===== config.mk =====
export PLATFORM = sky130hd
export DESIGN_NAME = mrr_regs
export DESIGN_NICKNAME = d
export VERILOG_FILES = /design/src/hw/mrr_pkg.sv /design/src/hw/mrr_sum.sv /design/src/hw/mrr_regs.sv
export VERILOG_INCLUDE_DIRS = /design/src /design/src/hw
export SDC_FILE = /design/constraint.sdc
export NUM_CORES = 1
export LEC_CHECK = 0
export BUFFER_PORTS_ARGS = -buffer_cell sky130_fd_sc_hd__buf_2
export CAP_MARGIN = 10
export CORE_MARGIN = 2
export CORE_UTILIZATION = 53
export DETAILED_ROUTE_END_ITERATION = 12
export GPL_TIMING_DRIVEN = 0
export HOLD_SLACK_MARGIN = 0.05
export PLACE_DENSITY = 0.88
export SETUP_SLACK_MARGIN = 0.02
export SYNTH_ARGS = -nofsm -noshare
export SYNTH_HDL_FRONTEND = slang
export SYNTH_HIERARCHICAL = 1
export SYNTH_SLANG_ARGS = --single-unit

===== constraint.sdc =====
create_clock -name sys_clk_i -period 7.2 [get_ports sys_clk_i]
set_input_delay 1.08 -clock sys_clk_i [delete_from_list [all_inputs] [get_ports sys_clk_i]]
set_output_delay 1.08 -clock sys_clk_i [all_outputs]
set_load 0.01 [all_outputs]

===== src/hw/mrr_cfg.svh =====
// Offsets, field positions, reset values and scaling for the result bank
`ifndef MRR_CFG_SVH
`define MRR_CFG_SVH

// Register indices, byte address is four times the index
`define MRR_IDX_CELL 8'h54
`define MRR_IDX_STACK 8'h55
`define MRR_IDX_SUM 8'h56
`define MRR_IDX_DIAGNOSTIC_CODE_FIRST 8'h57
`define MRR_IDX_DIAGNOSTIC_CODE_SECOND 8'h58
`define MRR_IDX_CTRL 8'h70
`define MRR_IDX_STAT 8'h71

// Field positions
`define MRR_CODE_LSB 2
`define MRR_FILT_SEL_BIT 0
`define MRR_STAT_LOADED_LSB 0
`define MRR_STAT_SEL1_LSB 8
`define MRR_STAT_SEL2_LSB 12
`define MRR_STAT_COUNT_LSB 16

// Reset values
`define MRR_CODE_RST 14'h0000
`define MRR_SUM_RST 16'h0000
`define MRR_CTRL_RST 1'h0

// Scaling: full-scale ranges in millivolts, sum LSB in microvolts
`define MRR_CELL_FS_MV 5000
`define MRR_STACK_FS_MV 65000
`define MRR_SUM_FS_MV 80000
`define MRR_SUM_LSB_UV 1220
// Cell LSB 5 V / 2^14 is a quarter of the sum LSB 80 V / 2^16
`define MRR_SUM_SHIFT 2

`endif


===== src/hw/mrr_pkg.sv =====
// Types shared by the measurement result bank
`default_nettype none
package mrr_pkg;

    // APB request from the master
    typedef struct packed {
        logic [11:0] paddr;
        logic psel;
        logic penable;
        logic pwrite;
        logic [31:0] pwdata;
    } mrr_apb_req_t;

    // APB answer to the master
    typedef struct packed {
        logic [31:0] prdata;
        logic pready;
        logic pslverr;
    } mrr_apb_rsp_t;

    // Results offered by the scan engine at the end of a scan
    typedef struct packed {
        logic done;
        logic cell_measured;
        logic cell_measure_enable;
        logic [13:0] last_cell_code;
        logic [13:0] last_cell_filt;
        logic stack_measured;
        logic stack_measure_enable;
        logic [13:0] stack_voltage_code;
        logic [13:0] stack_voltage_filt;
        logic [3:0] diagnostic_selector_first;
        logic [3:0] diagnostic_selector_second;
        logic [13:0] diagnostic_code_first;
        logic [13:0] diagnostic_code_second;
    } mrr_scan_t;

endpackage : mrr_pkg
`default_nettype wire


===== src/hw/mrr_sum.sv =====
// Signed sum of enabled cell results, scaled and clipped to 16 bits
`timescale 1ns/1ps
`default_nettype none
`include "mrr_cfg.svh"
module mrr_sum #(
    parameter int NCH = 14,
    parameter int CW = 14
) (
    input wire logic [NCH*CW-1:0] codes_i,
    input wire logic [NCH-1:0] enable_i,
    input wire logic [NCH-1:0] bipolar_i,
    output logic [15:0] sum_o
);
    localparam int SW = CW + $clog2(NCH) + 2;

    logic signed [SW-1:0] term [NCH];
    logic signed [SW-1:0] acc;
    logic signed [SW-1:0] scaled;

    ////////////////////////////////////////////////////////////////////
    // Per-channel term in its own encoding, zero when not enabled
    for (genvar g = 0; g < NCH; g++) begin : g_term
        logic [CW-1:0] c;
        assign c = codes_i[g*CW +: CW];
        always_comb begin
            if (!enable_i[g]) begin // RULE_07
                term[g] = '0; // RULE_09
            end else if (bipolar_i[g]) begin
                term[g] = SW'(signed'(c)); // RULE_10
            end else begin
                term[g] = SW'($unsigned(c)); // RULE_10
            end
        end
    end

    ////////////////////////////////////////////////////////////////////
    // Accumulate, rescale to the sum LSB, clip at both ends
    always_comb begin
        acc = '0;
        for (int i = 0; i < NCH; i++) begin
            acc = acc + term[i];
        end
        scaled = acc >>> `MRR_SUM_SHIFT; // RULE_08
        if (scaled < 0) begin
            sum_o = `MRR_SUM_RST; // RULE_11
        end else if (scaled > SW'(17'sh0ffff)) begin
            sum_o = 16'hffff;
        end else begin
            sum_o = scaled[15:0]; // RULE_07
        end
    end

endmodule : mrr_sum
`default_nettype wire


===== src/hw/mrr_regs.sv =====
// Measurement result register bank with APB slave
// What this block does
// RULE_01: Last cell code sits in bits 15:2
// RULE_02: Cell code spans 5 V full scale
// RULE_03: Skipped disabled cell keeps data; readback per select
// RULE_04: Stack code sits in bits 15:2
// RULE_05: Stack code spans 65 V full scale
// RULE_06: Skipped disabled stack keeps data; readback per select
// RULE_07: 16-bit sum of cells enabled this scan
// RULE_08: Sum unsigned 0 to 80 V, 1.22 mV LSB
// RULE_09: Disabled channels hold results, excluded from sum
// RULE_10: Sum each term in its own encoding
// RULE_11: Negative sum clips to zero
// RULE_12: First diagnostic code in bits 15:2
// RULE_13: Second diagnostic code in bits 15:2
// RULE_14: Writes to results ignored; low bits read zero
// RULE_15: All results load together at scan end
`timescale 1ns/1ps
`default_nettype none
`include "mrr_cfg.svh"
module mrr_regs #(
    parameter int NCH = 14,
    parameter int CW = 14
) (
    input wire logic sys_clk_i,
    input wire logic sys_rst_i,
    input wire mrr_pkg::mrr_apb_req_t apb_i,
    output mrr_pkg::mrr_apb_rsp_t apb_o,
    input wire mrr_pkg::mrr_scan_t scan_i,
    input wire logic [NCH*CW-1:0] cell_codes_i,
    input wire logic [NCH-1:0] measure_enable_set_one_i,
    input wire logic [NCH-1:0] bipolar_i,
    output logic filtered_readback_select_o
);

    ////////////////////////////////////////////////////////////////////
    // Word map, byte address is four times the index
    //   0x54 last cell code, raw or filtered, bits 15:2
    //   0x55 stack code, raw or filtered, bits 15:2
    //   0x56 sum of enabled cells, bits 15:0
    //   0x57 first diagnostic code, bits 15:2
    //   0x58 second diagnostic code, bits 15:2
    //   0x70 control, bit 0 filtered readback select
    //   0x71 status, loaded flags, selectors, scan count
    // Status bits 31:24 read zero
    // Unaligned or unlisted addresses answer with an error
    // Result words never take writes; only control does

    // Address decode shared by reads and writes
    function automatic logic reg_hit(input logic [11:0] a,
                                     input logic [7:0] idx);
        reg_hit = (a[11:2] == {2'h0, idx}) && (a[1:0] == 2'h0);
    endfunction : reg_hit

    // Place a 14-bit code at its field, low bits zero
    function automatic logic [31:0] code_word(input logic [13:0] c);
        code_word = 32'h0; // RULE_14
        code_word[`MRR_CODE_LSB +: 14] = c;
    endfunction : code_word

    ////////////////////////////////////////////////////////////////////
    // Result state
    logic [13:0] cell_raw_q;
    logic [13:0] cell_raw_d;
    logic [13:0] cell_filt_q;
    logic [13:0] cell_filt_d;

    // Stack voltage, raw and filtered
    logic [13:0] stack_raw_q;
    logic [13:0] stack_raw_d;
    logic [13:0] stack_filt_q;
    logic [13:0] stack_filt_d;

    // Clipped sum of the enabled cells
    logic [15:0] sum_q;
    logic [15:0] sum_d;

    // Diagnostic codes and their selectors
    logic [13:0] diagnostic_code_first_q;
    logic [13:0] diagnostic_code_first_d;
    logic [13:0] diagnostic_code_second_q;
    logic [13:0] diagnostic_code_second_d;
    logic [3:0] sel1_q;
    logic [3:0] sel1_d;
    logic [3:0] sel2_q;
    logic [3:0] sel2_d;

    // Status: loaded flags and scan count
    logic [4:0] loaded_q;
    logic [4:0] loaded_d;
    logic [7:0] scan_cnt_q;
    logic [7:0] scan_cnt_d;

    // Sum of this scan and update gates
    logic [15:0] sum_now;
    logic cell_upd;
    logic stack_upd;

    // Control and bus state
    logic filt_sel_q;
    logic filt_sel_d;

    // Registered answer to the master
    logic [31:0] prdata_q;
    logic [31:0] prdata_d;
    logic pready_q;
    logic pready_d;
    logic pslverr_q;
    logic pslverr_d;

    // Phase and decode of the current request
    logic setup;
    logic commit;
    logic mapped;
    logic writable;

    ////////////////////////////////////////////////////////////////////
    // Sum of the cell results of the current scan
    // Inputs are sampled only at scan done, so the sum
    // and the results it describes come from one scan
    mrr_sum #(
        .NCH(NCH),
        .CW(CW)
    ) u_sum (
        .codes_i(cell_codes_i),
        .enable_i(measure_enable_set_one_i),
        .bipolar_i(bipolar_i),
        .sum_o(sum_now)
    );

    ////////////////////////////////////////////////////////////////////
    // Skipped channels with their enable cleared are not refreshed
    // Measured or enabled means this scan produced a value
    always_comb begin
        cell_upd = scan_i.cell_measure_enable
                   || scan_i.cell_measured; // RULE_03
        stack_upd = scan_i.stack_measure_enable
                    || scan_i.stack_measured; // RULE_06
    end

    // Next result values, all taken on the same scan-done edge
    always_comb begin
        cell_raw_d = cell_raw_q;
        cell_filt_d = cell_filt_q;
        stack_raw_d = stack_raw_q;
        stack_filt_d = stack_filt_q;
        sum_d = sum_q;
        diagnostic_code_first_d = diagnostic_code_first_q;
        diagnostic_code_second_d = diagnostic_code_second_q;
        sel1_d = sel1_q;
        sel2_d = sel2_q;
        loaded_d = loaded_q;
        scan_cnt_d = scan_cnt_q;
        if (scan_i.done) begin // RULE_15
            // Last cell, kept when skipped and disabled
            if (cell_upd) begin
                cell_raw_d = scan_i.last_cell_code; // RULE_02
                cell_filt_d = scan_i.last_cell_filt;
                loaded_d[0] = 1'b1;
            end
            // Stack voltage, same skip rule
            if (stack_upd) begin
                stack_raw_d = scan_i.stack_voltage_code; // RULE_05
                stack_filt_d = scan_i.stack_voltage_filt;
                loaded_d[1] = 1'b1;
            end
            // Sum always reflects this scan's enables
            sum_d = sum_now; // RULE_07
            loaded_d[2] = 1'b1;
            // Diagnostics with the selectors that chose them
            diagnostic_code_first_d = scan_i.diagnostic_code_first; // RULE_12
            sel1_d = scan_i.diagnostic_selector_first;
            loaded_d[3] = 1'b1;
            diagnostic_code_second_d = scan_i.diagnostic_code_second; // RULE_13
            sel2_d = scan_i.diagnostic_selector_second;
            loaded_d[4] = 1'b1;
            // Scan count wraps
            scan_cnt_d = scan_cnt_q + 8'h01;
        end
    end

    // Result registers
    // Reset clears every code, the sum and the status
    always_ff @(posedge sys_clk_i or posedge sys_rst_i) begin
        if (sys_rst_i) begin
            cell_raw_q <= `MRR_CODE_RST;
            cell_filt_q <= `MRR_CODE_RST;
            stack_raw_q <= `MRR_CODE_RST;
            stack_filt_q <= `MRR_CODE_RST;
            sum_q <= `MRR_SUM_RST;
            diagnostic_code_first_q <= `MRR_CODE_RST;
            diagnostic_code_second_q <= `MRR_CODE_RST;
            sel1_q <= 4'h0;
            sel2_q <= 4'h0;
            loaded_q <= 5'h00;
            scan_cnt_q <= 8'h00;
        end else begin
            cell_raw_q <= cell_raw_d;
            cell_filt_q <= cell_filt_d;
            stack_raw_q <= stack_raw_d;
            stack_filt_q <= stack_filt_d;
            sum_q <= sum_d;
            diagnostic_code_first_q <= diagnostic_code_first_d;
            diagnostic_code_second_q <= diagnostic_code_second_d;
            sel1_q <= sel1_d;
            sel2_q <= sel2_d;
            loaded_q <= loaded_d;
            scan_cnt_q <= scan_cnt_d;
        end
    end

    ////////////////////////////////////////////////////////////////////
    // APB phase tracking and decode
    // No wait states: ready follows setup by one cycle
    // Commit needs ready so a stray enable writes nothing
    // Address must be word aligned to hit a register
    always_comb begin
        setup = apb_i.psel && !apb_i.penable;
        commit = apb_i.psel && apb_i.penable && pready_q;
        mapped = reg_hit(apb_i.paddr, `MRR_IDX_CELL)
                 || reg_hit(apb_i.paddr, `MRR_IDX_STACK)
                 || reg_hit(apb_i.paddr, `MRR_IDX_SUM)
                 || reg_hit(apb_i.paddr, `MRR_IDX_DIAGNOSTIC_CODE_FIRST)
                 || reg_hit(apb_i.paddr, `MRR_IDX_DIAGNOSTIC_CODE_SECOND)
                 || reg_hit(apb_i.paddr, `MRR_IDX_CTRL)
                 || reg_hit(apb_i.paddr, `MRR_IDX_STAT);
        writable = reg_hit(apb_i.paddr, `MRR_IDX_CTRL); // RULE_14
    end

    // Control register, only written at the completing edge
    // Result and status words have no write path
    always_comb begin
        filt_sel_d = filt_sel_q;
        if (commit && apb_i.pwrite && writable) begin
            filt_sel_d = apb_i.pwdata[`MRR_FILT_SEL_BIT];
        end
    end

    // Answer prepared in setup, shown for the single access cycle
    // Data is zero outside reads so idle cycles stay quiet
    always_comb begin
        prdata_d = 32'h0;
        pready_d = setup;
        pslverr_d = 1'b0;
        // Error answer for unmapped or unaligned words
        if (setup) begin
            pslverr_d = !mapped;
            // Writes return zero data
            if (!apb_i.pwrite) begin
                if (reg_hit(apb_i.paddr, `MRR_IDX_CELL)) begin
                    prdata_d = code_word(filt_sel_q ? cell_filt_q
                                         : cell_raw_q); // RULE_01
                end else if (reg_hit(apb_i.paddr, `MRR_IDX_STACK)) begin
                    prdata_d = code_word(filt_sel_q ? stack_filt_q
                                         : stack_raw_q); // RULE_04
                end else if (reg_hit(apb_i.paddr, `MRR_IDX_SUM)) begin
                    prdata_d = {16'h0, sum_q};
                end else if (reg_hit(apb_i.paddr, `MRR_IDX_DIAGNOSTIC_CODE_FIRST)) begin
                    prdata_d = code_word(diagnostic_code_first_q); // RULE_12
                end else if (reg_hit(apb_i.paddr, `MRR_IDX_DIAGNOSTIC_CODE_SECOND)) begin
                    prdata_d = code_word(diagnostic_code_second_q); // RULE_13
                end else if (reg_hit(apb_i.paddr, `MRR_IDX_CTRL)) begin
                    prdata_d[`MRR_FILT_SEL_BIT] = filt_sel_q;
                end else if (reg_hit(apb_i.paddr, `MRR_IDX_STAT)) begin
                    // Flags, selectors and count side by side
                    prdata_d[`MRR_STAT_LOADED_LSB +: 5] = loaded_q;
                    prdata_d[`MRR_STAT_SEL1_LSB +: 4] = sel1_q;
                    prdata_d[`MRR_STAT_SEL2_LSB +: 4] = sel2_q;
                    prdata_d[`MRR_STAT_COUNT_LSB +: 8] = scan_cnt_q;
                end else begin
                    prdata_d = 32'h0;
                end
            end
        end
    end

    // Bus and control registers
    // Ready and error drop back to zero after one cycle
    always_ff @(posedge sys_clk_i or posedge sys_rst_i) begin
        if (sys_rst_i) begin
            filt_sel_q <= `MRR_CTRL_RST;
            prdata_q <= 32'h0;
            pready_q <= 1'b0;
            pslverr_q <= 1'b0;
        end else begin
            filt_sel_q <= filt_sel_d; // RULE_14
            prdata_q <= prdata_d;
            pready_q <= pready_d;
            pslverr_q <= pslverr_d;
        end
    end

    ////////////////////////////////////////////////////////////////////
    // Outputs straight from flip-flops
    // Keeps the bus answer free of decode glitches
    always_comb begin
        apb_o.prdata = prdata_q;
        apb_o.pready = pready_q;
        apb_o.pslverr = pslverr_q;
        filtered_readback_select_o = filt_sel_q; // RULE_03
    end

endmodule : mrr_regs
`default_nettype wire


==> impl_metrics.json <==
{
  "detailed_place_hpwl_mm": 32.8,
  "setup-tns-final_ps": 0,
  "cts_root_buffer": "sky130_fd_sc_hd__clkbuf_16",
  "die_height_um": 162,
  "globalRouteTotalUtil": 0.310,
  "grt.overflow.total": 0,
  "cp_common_cell": "sky130_fd_sc_hd__fa_1",
  "antenna_violating_nets_post_route": 0,
  "synthCells": 1252,
  "synth_sequential_area_ratio": 0.277,
  "die_area_mm2": 0.0261,
  "port-buffer-count": 363,
  "cap_violations": 0,
  "fin_crit_sh": 0.961,
  "cts-htree-levels": 4,
  "fill_cells": 1809,
  "cpLargestDelayFamily": "adder cells",
  "place_ws_ps": -555,
  "floorplan.io_pins": 405,
  "timing.final.max_slew_violations": 0,
  "drt-initial-drc-count": 855,
  "skew_ps": 7.97,
  "vias": 11101,
  "tritoncts.num_buffers": 17,
  "synth_warn": 6,
  "critical_path.max_stage_delay_ps": 520,
  "power_leakage_uw": 0.00802,
  "synth_edf_count": 0,
  "grt_max_degree": 94,
  "timing.critical_path.cells": "buf_2 -> clkbuf_1 -> nand2_1 -> fa_1 -> inv_1 -> fa_1 -> fa_1 -> fa_1 -> fa_1 -> inv_1 -> fa_1 -> inv_1 -> ha_1 -> a211oi_2 -> nor2_1 -> or3_1 -> o22a_2 -> o21a_1 -> o311a_4 -> buf_6 -> o21a_1 -> mux2_2",
  "clkTransAtPathRegs_ps": 60,
  "period_needed_ps": 6920,
  "setup.worst_path.end_class": "flip-flop",
  "power-per-cell-area_mw_per_mm2": 562,
  "postCtsHoldBufs": 0,
  "max-vdd-ir-drop_v": 0.000842,
  "wl_per_cell_um": 20.0,
  "worst_slew_margin_rel": 0.444,
  "required_ps": 7500,
  "grt_pass1_wl_mm": 61.7,
  "nets": 2216,
  "worst_hold_path_type": "reg -> reg",
  "rows": 57,
  "syn2layout_area_growth_pct": 21.7,
  "routabilityCongestion": 0.973,
  "synth_area_mm2": 0.0132,
  "final-setup-viol-count": 0,
  "finalHoldViolations": 0,
  "start_kind": "primary input",
  "cts.repair.resized": 0,
  "drt_pass1_iterations": 7,
  "vias_in_the_first_global_route": 12154,
  "max_freq_ghz": 0.144,
  "viasPerCell": 5.61,
  "final_layout_size_suffix_gt1_frac": 0.329,
  "placedInstanceArea_mm2": 0.0154,
  "drt-total-wl_mm": 39.6,
  "path_class": "in -> reg",
  "start_util": 0.541,
  "synth.distinct_cells": 60,
  "insertion_delay_ps": 420,
  "worst-path-max-fanout": 10,
  "die-width_um": 162,
  "antenna_found_initial": 12,
  "worst_slack_ps": 279,
  "critPathSlowestCell": "sky130_fd_sc_hd__fa_1",
  "fin_area_mm2": 0.0160,
  "core_mm2": 0.0243,
  "tritoncts_clock_tree": "done",
  "cts.path.max_buffers": 2,
  "postSynth.asyncResetShare": 1.00,
  "synth_top_flop_cell": "sky130_fd_sc_hd__dfrtp_1",
  "cts_sinks": 146,
  "drc": 0,
  "critPathArrivalTime_ps": 7220,
  "timing.critical_path.buf_inv": 6,
  "grt_setup_unrepaired": "no",
  "tightestPinTransition_ps": 813,
  "synth_area_per_cell_um2": 10.5,
  "run_status": "finished clean",
  "synth-seq-cells": 146,
  "postLayoutCoreUtil": 0.659
}
==> where the power goes <==
part           switching, µW  internal (µW)
registers               92.7            981
clock network            359            515
logic                   3850           3210
total                   4300           4700
==> flip-flops by register name, indices dropped and copies added, names as in the netlist, 8 cells and up <==
| name | flops |
|---|---|
| stack_raw_q | 14 |
| diagnostic_code_first_q | 14 |
| stack_filt_q | 14 |
| cell_raw_q | 14 |
| sum_q | 16 |
| cell_filt_q | 14 |
| diagnostic_code_second_q | 14 |
| scan_cnt_q | 8 |
| prdata_q | 24 |
==> cell usage in the layout, fill, tap and decap left out, types with 9 or more instances in the layout <==
| cell type | n |
|---|---|
| sky130_fd_sc_hd__nand2_1 | 171 |
| sky130_fd_sc_hd__nor2b_1 | 9 |
| sky130_fd_sc_hd__and3_1 | 22 |
| sky130_fd_sc_hd__ha_1 | 25 |
| sky130_fd_sc_hd__mux2_2 | 110 |
| sky130_fd_sc_hd__nor2_1 | 20 |
| sky130_fd_sc_hd__clkbuf_1 | 26 |
| sky130_fd_sc_hd__inv_1 | 184 |
| sky130_fd_sc_hd__buf_4 | 10 |
| sky130_fd_sc_hd__o21a_1 | 26 |
| sky130_fd_sc_hd__xor2_1 | 9 |
| sky130_fd_sc_hd__buf_2 | 370 |
| sky130_fd_sc_hd__mux2i_1 | 36 |
| sky130_fd_sc_hd__clkbuf_16 | 17 |
| sky130_fd_sc_hd__fa_1 | 188 |
| sky130_fd_sc_hd__and2_1 | 76 |
| sky130_fd_sc_hd__dfrtp_1 | 146 |
| sky130_fd_sc_hd__a21oi_1 | 27 |
| sky130_fd_sc_hd__diode_2 | 10 |
| sky130_fd_sc_hd__o21ai_0 | 26 |
| sky130_fd_sc_hd__xnor2_1 | 15 |
==> per-stage QoR <==
step	hold WS (ps)	power, µW	cells
5_1_grt	508	9920	1979
3_5_place_dp	458	8000	1947
2_1_floorplan	434	6550	1259
6_report	489	9010	1980
4_1_cts	487	8930	1976
3_3_place_gp	450	7750	1946
==> kinds of logic after synthesis <==
kind of cell,count (synthesis),synth area share
and+or+nand+nor,342,0.128
buffers and inverters,246,0.0754
adders and majority gates,213,0.310
muxes,146,0.121
DFF,146,0.277
AOI/OAI and AO/OA,134,0.0719
xor gates and xnor gates,24,0.0160
other,1,0.000285
==> cells in the mapped netlist (all sizes together) (9+ instances only) <==
library cell,number,area (µm²)
xor2,9,78.8
and2,76,475
clkbuf,33,124
nand2,171,642
buf,28,174
a21oi,29,153
o21ai,27,135
a2111oi,10,96.3
o21a,27,204
xnor2,15,131
fa,188,3760
nor2,20,75.1
mux2i,36,360
mux2,110,1240
inv,185,694
and3,23,145
ha,25,313
nor2b,9,56.3
dfrtp,146,3650
==> final timing paths <==
| path | from | to | slack (ps) | cells past startpoint |
|---|---|---|---|---|
| min reg2reg | scan_cnt_q[6] | scan_cnt_q[6] | 490 | 1 |
| min in group asynchronous | sys_rst_i | stack_filt_q[13] | 690 | 2 |
| max reg2reg | filtered_readback_select_o | prdata_q[4] | 4760 | 7 |
| max | measure_enable_set_one_i[3] | sum_q[8] | 280 | 22 |
| max in group asynchronous | sys_rst_i | diagnostic_code_first_q[6] | 5680 | 3 |
| min | scan_cnt_q[6] | scan_cnt_q[6] | 490 | 1 |
==> what timing repair did <==
| item | CTS | global route |
|---|---|---|
| endpoints found under the setup margin | 13 | 16 |
| buffers inserted | 0 | 0 |
| pin swaps | 0 | 0 |
==> layout make-up <==
cell class / instances / area [µm²] / area share
inverter: 185 / 699 / 0.0437
timing repair buffer: 364 / 1840 / 0.115
sequential: 146 / 3650 / 0.228
clock buffer: 19 / 433 / 0.0270
tap: 324 / 405 / 0.0253
buffer: 52 / 264 / 0.0165
multi-input combinational: 867 / 8550 / 0.534
antenna: 10 / 25.0 / 0.00156
clock inverter: 13 / 148 / 0.00922
==> routing by layer <==
metal  share of wire  vias up  GRT usage
met4           0.063        2      0.177
met2            0.49      717      0.533
met5         0.00033        -          0
met3           0.090      176     0.0699
li1                -     4768          -
met1            0.36     5438      0.359
Note: power is estimated with default switching activity, not from simulation.
